<file path="config.mk">
export PLATFORM = sky130hd
export DESIGN_NAME = tcsp_serial_port
export DESIGN_NICKNAME = d
export VERILOG_FILES = /design/src/common/tcsp_pkg.sv /design/src/hdl/tcsp_serial_port.sv
export SDC_FILE = /design/constraint.sdc
export NUM_CORES = 1
export LEC_CHECK = 0
export BUFFER_PORTS_ARGS = -buffer_cell sky130_fd_sc_hd__buf_2
export CAP_MARGIN = 10
export CORE_AREA = 3 3 133 160
export CTS_CLUSTER_SIZE = 25
export DETAILED_ROUTE_END_ITERATION = 12
export DIE_AREA = 0 0 136 163
export GPL_ROUTABILITY_DRIVEN = 0
export PLACE_DENSITY = 0.65
export SLEW_MARGIN = 30
export SYNTH_ARGS = -nofsm -noshare
export SYNTH_HDL_FRONTEND = slang
export SYNTH_SLANG_ARGS = --single-unit
export TNS_END_PERCENT = 5
</file>
<file path="constraint.sdc">
create_clock -name clk_sys -period 6.31 [get_ports clk_sys]
set_input_delay 1.262 -clock clk_sys [delete_from_list [all_inputs] [get_ports clk_sys]]
set_output_delay 1.262 -clock clk_sys [all_outputs]
set_load 0.05 [all_outputs]
</file>
<file path="src/common/tcsp_pkg.sv">
// Constants and carrier types for the timer-clocked asynchronous serial port.
// Assumes a byte-wide register-file port and a single system clock.
package tcsp_pkg;

  // ==========================================================
  // Register-file addresses
  localparam logic [7:0] LP_ADDR_SERIAL_DATA  = 8'hf0;
  localparam logic [7:0] LP_ADDR_TIMER_MODE   = 8'hf1;
  localparam logic [7:0] LP_ADDR_T0_RELOAD    = 8'hf4;
  localparam logic [7:0] LP_ADDR_T0_PRESCALE  = 8'hf5;
  localparam logic [7:0] LP_ADDR_PORT3_MODE   = 8'hf7;

  // ==========================================================
  // Field positions
  localparam int LP_TMR_LOAD_BIT   = 0;
  localparam int LP_TMR_COUNT_BIT  = 1;
  localparam int LP_PRE_CONT_BIT   = 0;
  localparam int LP_PRE_VAL_LSB    = 2;
  localparam int LP_P3M_SERIAL_BIT = 6;
  localparam int LP_P3M_PARITY_BIT = 7;
  localparam int LP_DATA_MSB       = 7;

  // ==========================================================
  // Reset values and counts
  localparam logic [7:0] LP_RESET_BYTE   = 8'h00;
  localparam logic [7:0] LP_ALL_ONES     = 8'hff;
  localparam logic [1:0] LP_CLK_DIV_LAST = 2'h3;
  localparam logic [5:0] LP_PRE_ONE      = 6'h01;
  localparam logic [7:0] LP_T0_ONE       = 8'h01;
  localparam logic [3:0] LP_RX_MID       = 4'h7;
  localparam logic [3:0] LP_DIV_LAST     = 4'hf;
  localparam logic [3:0] LP_RX_BITS      = 4'h8;
  localparam logic [3:0] LP_TX_LAST_BIT  = 4'ha;
  localparam logic [3:0] LP_ZERO4        = 4'h0;
  localparam logic [3:0] LP_ONE4         = 4'h1;
  localparam logic [10:0] LP_TX_IDLE_FRAME = 11'h7ff;
  localparam int LP_FIFO_WIDTH = 8;
  localparam int LP_FIFO_DEPTH = 8;

  typedef enum logic {TCSP_RX_HUNT, TCSP_RX_SHIFT} tcsp_rx_state_t;
  typedef enum logic {TCSP_TX_MARK, TCSP_TX_SEND} tcsp_tx_state_t;

  // Register-file access from the core
  typedef struct packed {
    logic       wr;
    logic       rd;
    logic [7:0] addr;
    logic [7:0] wdata;
  } tcsp_reg_req_t;

  // Event requests toward the interrupt request register
  typedef struct packed {
    logic rx_req;
    logic tx_req;
    logic timer_req;
  } tcsp_irq_t;

endpackage : tcsp_pkg

</file>
<file path="src/hdl/tcsp_serial_port.sv">
// Serial port with its bit-rate timer, and the transmit write FIFO.
// Assumes the core drives the register-file port on clk_sys and that the
// interrupt request register sits outside and takes one-cycle pulses.
`timescale 1ns/1ps

// ==========================================================
// FIFO
module tcsp_fifo #(
  parameter int WIDTH = 8,
  parameter int DEPTH = 8
) (
  // Clock and reset
  input  wire logic             clk_sys,
  input  wire logic             rst,
  // Fill side
  input  wire logic             in_valid,
  output logic                  in_ready,
  input  wire logic [WIDTH-1:0] in_data,
  // Drain side
  output logic                  out_valid,
  input  wire logic             out_ready,
  output logic [WIDTH-1:0]      out_data
);
  localparam int AW = $clog2(DEPTH);
  typedef struct packed {
    logic [DEPTH-1:0][WIDTH-1:0] mem;
    logic [AW-1:0]               wptr;
    logic [AW-1:0]               rptr;
    logic [AW:0]                 count;
  } tcsp_fifo_state_t;

  tcsp_fifo_state_t st;
  tcsp_fifo_state_t next_st;
  logic             push;
  logic             pop;

  assign in_ready  = (st.count != (AW+1)'(DEPTH));
  assign out_valid = (st.count != '0);
  assign out_data  = st.mem[st.rptr];
  assign push      = in_valid && in_ready;
  assign pop       = out_valid && out_ready;

  always_comb
  begin
    next_st = st;
    if (push)
    begin
      next_st.mem[st.wptr] = in_data;
      next_st.wptr         = st.wptr + AW'(1);
    end
    if (pop)
      next_st.rptr = st.rptr + AW'(1);
    next_st.count = st.count + (AW+1)'(push) - (AW+1)'(pop);
  end

  always_ff @(posedge clk_sys or posedge rst)
  begin
    if (rst)
      st <= '0;
    else
      st <= next_st;
  end
endmodule : tcsp_fifo

// ==========================================================
// Serial port top
module tcsp_serial_port (
  // Clock and reset
  input  wire logic                   clk_sys,
  input  wire logic                   rst,
  // Register-file port
  input  wire tcsp_pkg::tcsp_reg_req_t reg_req,
  output logic [7:0]                  reg_rdata,
  output logic                        tx_write_ready,
  // Event requests
  output tcsp_pkg::tcsp_irq_t         irq_req,
  // Port 3 pins
  input  wire logic                   serial_in_pin,
  input  wire logic                   port3_out_bit7,
  output logic                        serial_out_pin,
  output logic                        serial_in_level
);
  import tcsp_pkg::*;

  typedef struct packed {
    logic [7:0]     port3_mode_reg;
    logic [7:0]     timer_mode_control;
    logic [7:0]     timer0_reload_count;
    logic [7:0]     timer0_prescale_setting;
    logic [1:0]     clk_div;
    logic [5:0]     pre_cnt;
    logic [7:0]     t0_cnt;
    logic           in_sync1;
    logic           in_sync2;
    logic           in_prev;
    tcsp_rx_state_t rx_state;
    logic [3:0]     rx_div;
    logic [3:0]     rx_bits;
    logic [7:0]     rx_shift;
    logic [7:0]     rx_buf;
    tcsp_tx_state_t tx_state;
    logic [3:0]     tx_div;
    logic [3:0]     tx_cnt;
    logic [10:0]    tx_frame;
    logic           pin_out;
    logic           in_level;
    logic [7:0]     rdata;
    logic           wr_ready;
    tcsp_irq_t      irq;
  } tcsp_state_t;

  tcsp_state_t st;
  tcsp_state_t next_st;
  logic        serial_en;
  logic        parity_en;
  logic        pre_tick;
  logic        t0_end;
  logic        rx_tick;
  logic        tx_tick;
  logic        buf_write;
  logic        fifo_in_ready;
  logic        fifo_out_valid;
  logic        fifo_pop;
  logic [7:0]  fifo_out_data;
  logic [7:0]  tx_byte;

  assign serial_en = st.port3_mode_reg[LP_P3M_SERIAL_BIT];
  assign parity_en = st.port3_mode_reg[LP_P3M_PARITY_BIT];
  assign buf_write = reg_req.wr && (reg_req.addr == LP_ADDR_SERIAL_DATA);
  // Writes wait here only while the port is disabled or the bit clock is stopped; once
  // both are on the transmitter takes each one at once, as an overwrite would
  assign fifo_pop  = fifo_out_valid && serial_en && st.timer_mode_control[LP_TMR_COUNT_BIT];

  tcsp_fifo #(
    .WIDTH (LP_FIFO_WIDTH),
    .DEPTH (LP_FIFO_DEPTH)
  ) u_tx_fifo (
    .clk_sys   (clk_sys),
    .rst       (rst),
    .in_valid  (buf_write),
    .in_ready  (fifo_in_ready),
    .in_data   (reg_req.wdata),
    .out_valid (fifo_out_valid),
    .out_ready (fifo_pop),
    .out_data  (fifo_out_data)
  );

  // ==========================================================
  // Bit-rate chain
  assign pre_tick = st.timer_mode_control[LP_TMR_COUNT_BIT] && (st.clk_div == LP_CLK_DIV_LAST);
  assign t0_end   = pre_tick && (st.pre_cnt == LP_PRE_ONE) && (st.t0_cnt == LP_T0_ONE);
  assign rx_tick  = serial_en && t0_end && (st.rx_state == TCSP_RX_SHIFT);
  assign tx_tick  = serial_en && t0_end && (st.tx_state == TCSP_TX_SEND);
  // Odd parity replaces bit 7 of the outgoing byte
  assign tx_byte  = parity_en ? {~^fifo_out_data[LP_DATA_MSB-1:0], fifo_out_data[LP_DATA_MSB-1:0]}
                              : fifo_out_data;

  always_comb
  begin
    next_st = st;
    next_st.irq = '0;
    next_st.clk_div = st.clk_div + 2'h1;

    // Register writes
    if (reg_req.wr)
    begin
      unique case (reg_req.addr)
        LP_ADDR_PORT3_MODE:  next_st.port3_mode_reg = reg_req.wdata;
        LP_ADDR_T0_RELOAD:   next_st.timer0_reload_count = reg_req.wdata;
        LP_ADDR_T0_PRESCALE: next_st.timer0_prescale_setting = reg_req.wdata;
        LP_ADDR_TIMER_MODE:  next_st.timer_mode_control = reg_req.wdata;
        default: ;
      endcase
    end

    // Prescaler and timer 0; a zero setting acts as a full count
    if (reg_req.wr && reg_req.addr == LP_ADDR_TIMER_MODE && reg_req.wdata[LP_TMR_LOAD_BIT])
    begin
      next_st.pre_cnt = st.timer0_prescale_setting[7:LP_PRE_VAL_LSB];
      next_st.t0_cnt  = st.timer0_reload_count;
      next_st.clk_div = '0;
    end
    else if (pre_tick)
    begin
      next_st.pre_cnt = st.pre_cnt - 6'h01;
      if (st.pre_cnt == LP_PRE_ONE)
      begin
        next_st.pre_cnt = st.timer0_prescale_setting[7:LP_PRE_VAL_LSB];
        next_st.t0_cnt  = st.t0_cnt - 8'h01;
        if (st.t0_cnt == LP_T0_ONE)
        begin
          next_st.t0_cnt = st.timer0_reload_count;
          // Single-pass mode stops counting after one end-of-count
          if (!st.timer0_prescale_setting[LP_PRE_CONT_BIT])
            next_st.timer_mode_control[LP_TMR_COUNT_BIT] = 1'b0;
        end
      end
    end
    next_st.irq.timer_req = t0_end && !serial_en;

    // ========================================================
    // Receiver; only the second synchroniser stage is looked at
    next_st.in_sync1 = serial_in_pin;
    next_st.in_sync2 = st.in_sync1;
    next_st.in_prev  = st.in_sync2;
    next_st.in_level = st.in_sync2;
    unique case (st.rx_state)
      TCSP_RX_HUNT:
        if (serial_en && st.in_prev && !st.in_sync2)
        begin
          next_st.rx_state = TCSP_RX_SHIFT;
          next_st.rx_div   = LP_ZERO4;
          next_st.rx_bits  = LP_ZERO4;
        end
      TCSP_RX_SHIFT:
        if (!serial_en)
        begin
          next_st.rx_state = TCSP_RX_HUNT;
          next_st.rx_shift = LP_ALL_ONES;
        end
        else if (rx_tick)
        begin
          next_st.rx_div = st.rx_div + LP_ONE4;
          // Sampling at count seven lands each bit at its centre
          if (st.rx_div == LP_RX_MID)
          begin
            next_st.rx_bits = st.rx_bits + LP_ONE4;
            if (st.rx_bits == LP_ZERO4)
            begin
              if (st.in_sync2)
                next_st.rx_state = TCSP_RX_HUNT;
            end
            else
            begin
              next_st.rx_shift = {st.in_sync2, st.rx_shift[7:1]};
              if (st.rx_bits == LP_RX_BITS)
              begin
                next_st.rx_buf = {st.in_sync2, st.rx_shift[7:1]};
                if (parity_en)
                  next_st.rx_buf[LP_DATA_MSB] = ~^{st.in_sync2, st.rx_shift[7:1]};
                next_st.irq.rx_req = 1'b1;
                next_st.rx_state   = TCSP_RX_HUNT;
                next_st.rx_shift   = LP_ALL_ONES;
              end
            end
          end
        end
    endcase

    // ========================================================
    // Transmitter
    if (fifo_pop)
    begin
      next_st.tx_state = TCSP_TX_SEND;
      next_st.tx_div   = LP_ZERO4;
      next_st.tx_cnt   = LP_ZERO4;
      next_st.tx_frame = {2'b11, tx_byte, 1'b0};
    end
    else if (!serial_en)
    begin
      next_st.tx_state = TCSP_TX_MARK;
      next_st.tx_frame = LP_TX_IDLE_FRAME;
    end
    else if (tx_tick)
    begin
      next_st.tx_div = st.tx_div + LP_ONE4;
      if (st.tx_div == LP_DIV_LAST)
      begin
        next_st.tx_frame = {1'b1, st.tx_frame[10:1]};
        next_st.tx_cnt   = st.tx_cnt + LP_ONE4;
        if (st.tx_cnt == LP_TX_LAST_BIT)
        begin
          next_st.tx_state   = TCSP_TX_MARK;
          next_st.tx_frame   = LP_TX_IDLE_FRAME;
          next_st.irq.tx_req = 1'b1;
        end
      end
    end
    next_st.pin_out = serial_en ? next_st.tx_frame[0] : port3_out_bit7;

    // Register reads; the serial address returns the receive side
    if (reg_req.rd)
    begin
      unique case (reg_req.addr)
        LP_ADDR_SERIAL_DATA: next_st.rdata = st.rx_buf;
        LP_ADDR_TIMER_MODE:  next_st.rdata = st.timer_mode_control;
        LP_ADDR_T0_RELOAD:   next_st.rdata = st.t0_cnt;
        LP_ADDR_PORT3_MODE:  next_st.rdata = st.port3_mode_reg;
        default:             next_st.rdata = LP_ALL_ONES;
      endcase
    end
    next_st.wr_ready = fifo_in_ready;
  end

  always_ff @(posedge clk_sys or posedge rst)
  begin
    if (rst)
    begin
      st          <= '0;
      st.rx_shift <= LP_ALL_ONES;
      st.tx_frame <= LP_TX_IDLE_FRAME;
      st.pin_out  <= 1'b1;
      st.in_sync1 <= 1'b1;
      st.in_sync2 <= 1'b1;
      st.in_prev  <= 1'b1;
      st.in_level <= 1'b1;
    end
    else
      st <= next_st;
  end

  assign reg_rdata       = st.rdata;
  assign tx_write_ready  = st.wr_ready;
  assign irq_req         = st.irq;
  assign serial_out_pin  = st.pin_out;
  assign serial_in_level = st.in_level;
endmodule : tcsp_serial_port

</file>
==> results.ini, run 1 <==
[run_status]
status = completed

[power_and_ir_drop]
max-vdd-ir-drop_mv = 0.1906
p_comb_frac = 0.136
p_sw_w = 0.0007558
clockPowerShare = 0.365
p_leak_nw = 4.437
powerDensity_mw_per_mm2 = 284.5
swShare = 0.2719
seq_power_share = 0.499
p_int_w = 0.002024

[yosys]
yosys-top-cells-area = dfrtp_1, mux2_2, dfstp_2
synthFlopType = dfrtp_1
seq_area_frac_synth = 0.5147
synthCells = 734
synth_async_sr_flop_share = 1.000
yosysWarnings = 0
synth_seq_cells = 181
synth_edf_count = 0
synth.distinct_cells = 64
synth.avg_cell_area_um2 = 12.06
synth_top_cell_by_area = dfrtp_1
syn_nets = 776
netlist_area_mm2 = 0.008853
yosysTopAreaCellShare = 0.4494

[cts]
cts.repair.resized = 0
ctsHoldBuffers = 0
tritoncts = yes
postCtsSetupBuffers = 0
numCtsBuffers = 17
clk_latency_ns = 0.43
clock-sinks = 181
clockRootBuffer = clkbuf_16
h-tree-depth = 4
clock_path_buffers = 2
clk_pin_slew_ns = 0.07

[final_layout]
layout.nets = 793
post-route-util = 0.4944
final_common_cell = dfrtp_1
drive_above_1_share = 0.3168
antennaDiodeCount = 0
fillers = 1770
regArea_mm2 = 0.004559
layout_common_cells = dfrtp_1, mux2_2, nand2_1
multiInputGateArea_mm2 = 0.003978
areaGrowthSynthToFinish_pct = 10.33

[global_routing]
grt_usage = 0.1862
grt_pass1_vias = 6130
grt_pass1_wl_mm = 32.26
grt_max_degree = 70
antenna_found_initial = 0
overflow = 0

[route]
first_pass_iters = 5
drt_iter0_drc = 363
wl_per_cell_um = 18.77
drc = 0
dr_total_vias = 5812
ant_nets = 0
viasPerCell = 5.670
routed_wl_mm = 19.24

[die]
dieArea_mm2 = 0.02217
rows = 56
fp.dieH_um = 163
pin_count = 36
fp.dieW_um = 136
core_area_mm2 = 0.01976
start_util = 0.4481

[sta]
period_minus_slack_ns = 3.579
finalHoldViolations = 0
tightest_slew_ns = 0.8315
finalSetupViolations = 0
drv_slew = 0
setup_ws_ns = 2.731
finClkSkew_ns = 0.009110
max_freq_ghz = 0.2794
finalCritPeriodShare = 0.5672
tns_ns = 0
rsz0062_at_grt = no
slew_headroom = 0.4445

[run]
maxCapViolations = 0

[worst_setup_path]
crit_family = adder cells
path_class = reg2reg
cpPeakStageDelay_ns = 0.69
critPathRequiredTime_ns = 6.63
path_cells = inv_1 -> ha_1 -> nor3b_1 -> nor2_1 -> nand2_1 -> clkinv_1 -> ha_1 -> inv_1 -> ha_1 -> inv_1 -> fa_1 -> xnor2_1
crit_buf_inv = 4
crit_slowest_cell = nor3b_1
endpoint_kind = flip-flop
cp_max_fo = 18
start_kind = flip-flop
arrival_ns = 3.89

[place]
port_buffers = 35
dp_slack_ns = 2.565
dp_hpwl_mm = 13.56

[min_path]
hp-class = reg2reg

-- stage by stage --
step / power [W] / hold WS (ns) / cells / instance area, um^2
final: 0.002779 / 0.3669 / 1025 / 9768
after detailed placement: 0.001793 / 0.3491 / 993 / 9193
after floorplan: 0.001680 / 0.3452 / 734 / 8853
after CTS: 0.002821 / 0.3654 / 1025 / 9763
after global placement: 0.001769 / 0.3509 / 993 / 9191
after global routing: 0.002927 / 0.3706 / 1025 / 9768
-- synthesized netlist by cell type, types with 7 or more instances --
master / count
ha_1: 19
nand3_1: 18
dfrtp_1: 159
a221oi_1: 8
a31oi_1: 11
mux2i_1: 16
xor2_1: 7
dfstp_2: 22
clkbuf_1: 21
inv_1: 28
o21ai_0: 33
nand2_1: 67
nor2_1: 37
xnor2_1: 9
mux4_2: 15
buf_4: 12
a21oi_1: 20
nor3_1: 16
mux2_2: 106
-- metal layers --
metal	share of wire	vias to the layer above	GRT usage
met5	0	-	0
met4	0.026	0	0.07241
met3	0.035	39	0.03152
met2	0.53	119	0.3242
met1	0.41	2987	0.2302
li1	-	2667	-
-- final timing paths --
| check | from | endpoint | slack (ns) | cells after the start |
|---|---|---|---|---|
| min in group asynchronous | rst | u_tx_fifo.st[15]$_DFFE_PP0P_ | 0.92 | 2 |
| worst max-delay path | u_tx_fifo.st[2]$_DFF_PP0_ | u_tx_fifo.st[2]$_DFF_PP0_ | 2.73 | 12 |
| max in group asynchronous | rst | u_tx_fifo.st[4]$_DFFE_PP0P_ | 4.18 | 3 |
| worst min register to register | next_st[60]$_DFF_PP1_ | next_st[12]$_DFF_PP1_ | 0.37 | 0 |
| worst max register to register | u_tx_fifo.st[2]$_DFF_PP0_ | u_tx_fifo.st[2]$_DFF_PP0_ | 2.73 | 12 |
| worst min-delay path | next_st[60]$_DFF_PP1_ | next_st[12]$_DFF_PP1_ | 0.37 | 0 |
-- power groups by stage --
stage / registers, W / clock network, W / logic, W
2_1_floorplan: 0.00133 / 0 / 0.000347
3_3_place_gp: 0.00140 / 0 / 0.000368
3_5_place_dp: 0.00141 / 0 / 0.000383
4_1_cts: 0.00139 / 0.00105 / 0.000386
5_1_grt: 0.00140 / 0.00110 / 0.000424
6_report: 0.00139 / 0.00102 / 0.000378
-- cells by family after synthesis --
family                   after synthesis  share of synthesized area
AND/OR/NAND/NOR                      198                     0.1256
flip-flops                           181                     0.5147
multiplexers                         137                     0.1911
AO/OA/AOI/OAI                        106                    0.07702
buffers and inverters                 72                    0.03646
XOR/XNOR                              20                    0.02600
adder cells (fa/ha/maj)               20                    0.02911
-- final cells by class --
cell class,count,share of cell area
timing repair buffer,41,0.02254
clock buffer,20,0.04778
tap,261,0.03343
inverter,29,0.01166
multi-input combinational,481,0.4072
clock inverter,12,0.01063
sequential,181,0.4668
-- registers in the layout, summed over array words and instances, names as in the netlist --
name and flops:
st 89, parity_en 1, u_tx_fifo.st 74, serial_in_level 1, serial_en 1, reg_rdata 8
serial_out_pin 1, tx_write_ready 1, irq_req 3, next_st 2
No activity file was read; power rests on OpenSTA's default activity.
==> inputs of run 2 (changes only) <==
- PLACE_DENSITY: 0.65 -> 0.62
- clock period: 6.31 -> 3.3 ns (I/O delays scaled with it)
==> run 2 against run 1 <==
  * Total power increased by 92%
  * Largest cell class unchanged
  * Register-to-register slack got worse by 2.1 ns
  * Critical endpoint is now st[49]$_DFFE_PP1P_
  * Largest power group unchanged
  * Via count decreased by 0.17%
==> results.ini, run 2 (synthesis gave the netlist of run 1 again) <==
[min_path]
hp-class = in2reg
hold_start = serial_in_pin

[cts]
tritoncts = yes
clk_pin_slew_ns = 0.07  ; about the same
clockRootBuffer = clkbuf_16
clock_path_buffers = 2  ; unchanged
numCtsBuffers = 17  ; unchanged
clk_latency_ns = 0.42  ; about the same
h-tree-depth = 4  ; unchanged
cts.repair.resized = 0  ; unchanged
clock-sinks = 181  ; unchanged
postCtsSetupBuffers = 0  ; unchanged
ctsHoldBuffers = 0  ; unchanged

[die]
rows = 56  ; unchanged
fp.dieW_um = 136  ; unchanged
core_area_mm2 = 0.01976  ; unchanged
start_util = 0.4481  ; unchanged
dieArea_mm2 = 0.02217  ; unchanged
pin_count = 36  ; unchanged
fp.dieH_um = 163  ; unchanged

[route]
routed_wl_mm = 19.43  ; +0.97%
drt_iter0_drc = 304  ; -16%
maxUsedRoutingLayer = met4
ant_nets = 0  ; unchanged
met2_length_mm = 10.01  ; -1.3%
drc = 0  ; unchanged
wl_met1_mm = 8.384  ; +5.7%
dr_total_vias = 5802  ; -0.17%
viasPerCell = 5.600  ; -1.2%
first_pass_iters = 4  ; -1
wl_per_cell_um = 18.75  ; -0.10%
route.met3.wl_um = 640  ; -3.9%

[final_layout]
final_area_mm2 = 0.009866  ; +1.0%
layout_common_cells = dfrtp_1, mux2_2, nand2_1
antennaDiodeCount = 0  ; unchanged
top_register = st
drive_above_1_share = 0.3200  ; +0.003246
largest_register_ff_count = 89  ; unchanged
layout.nets = 804  ; +1.4%
areaGrowthSynthToFinish_pct = 11.43
final_common_cell = dfrtp_1

[run_status]
status = completed

[place]
port_buffers = 35  ; unchanged
dp_hpwl_mm = 13.81  ; +1.9%
dp_slack_ns = 0.4582  ; -2.107 ns
dpl_cell_area_mm2 = 0.009298  ; +1.1%

[sta]
finalCritPeriodShare = 0.8103  ; +0.2430
holdWs_ns = 0.3464  ; -0.02050 ns
finalHoldViolations = 0  ; unchanged
tns_ns = 0  ; unchanged
rsz0062_at_grt = no
setup_ws_ns = 0.6261  ; -2.105 ns
tightest_slew_ns = 0.7626  ; -0.06895 ns
slew_headroom = 0.4906  ; +0.04609
finClkSkew_ns = 0.01203  ; +0.002916 ns
period_minus_slack_ns = 2.674  ; -0.9053 ns
finalSetupViolations = 0  ; unchanged
drv_slew = 0  ; unchanged
max_freq_ghz = 0.3740  ; +34%

[global_routing]
overflow = 0  ; unchanged
grt_max_degree = 83  ; +19%
grt_pass1_vias = 6112  ; -0.29%
antenna_found_initial = 0  ; unchanged
grt_pass1_wl_mm = 32.07  ; -0.60%
grt_usage = 0.1852  ; -0.001082

[power_and_ir_drop]
p_leak_nw = 4.496  ; +1.3%
total_power_w = 0.005350  ; +92%
max-vdd-ir-drop_mv = 0.3841  ; +100%
powerDensity_mw_per_mm2 = 542.3  ; +91%

[worst_setup_path]
endpoint_kind = flip-flop
r2r-start = st[66]$_DFFE_PP0P_
cp_max_fo = 9  ; -9
path_class = reg2reg
start_kind = flip-flop
critPathRequiredTime_ns = 3.65  ; -2.98 ns
arrival_ns = 3.02  ; -0.87 ns
crit_path_start = st[66]$_DFFE_PP0P_

[run]
maxCapViolations = 0  ; unchanged

[run 2: stage by stage]
stage,cells,utilization
after floorplan,734,-
after global placement,1004,0.4706
after detailed placement,1004,0.4706
after CTS,1036,0.4993
after global routing,1036,0.4993
final,1036,0.4993
[run 2: cell type report]
type                            instances  area, um^2
Fill cell                            1789        9893
Sequential cell                       181        4557
Multi-Input combinational cell        481        3974
Clock buffer                           21       470.5
Timing Repair Buffer                   52       327.8
Tap cell                              261       326.6
Inverter                               29       112.6
Clock inverter                         11       97.59
[run 2: worst max-delay path, stage by stage (launching register included)]
cell     delay, ns
dfrtp_1       0.47
nor4_1        0.66
nand2_2       0.34
or3_4         0.50
o22ai_4       0.25
mux2_2        0.37
[run 2: layer usage]
| layer | track usage | vias to the layer above |
|---|---|---|
| met1 | 0.2329 | 2997 |
| met3 | 0.03677 | 23 |
| li1 | - | 2670 |
| met4 | 0.05591 | 0 |
| met5 | 0 | - |
| met2 | 0.3220 | 112 |
[run 2: worst paths after layout]
kind                                           endpoint  slack, ns  cells after the start
hold / removal                    next_st[60]$_DFF_PP1_       0.35                      1
setup reg to reg                     st[49]$_DFFE_PP1P_       0.63                      5
hold reg to reg                   next_st[12]$_DFF_PP1_       0.37                      0
max in group asynchronous            st[24]$_DFFE_PP1P_       2.04                      3
setup / recovery                     st[49]$_DFFE_PP1P_       0.63                      5
min in group asynchronous  u_tx_fifo.st[13]$_DFFE_PP0P_       0.37                      2
[run 2: report_power, final]
part / internal (W) / switching [W]
clock network: 0.00110 / 0.000850
registers: 0.00240 / 0.000169
logic: 0.000397 / 0.000435
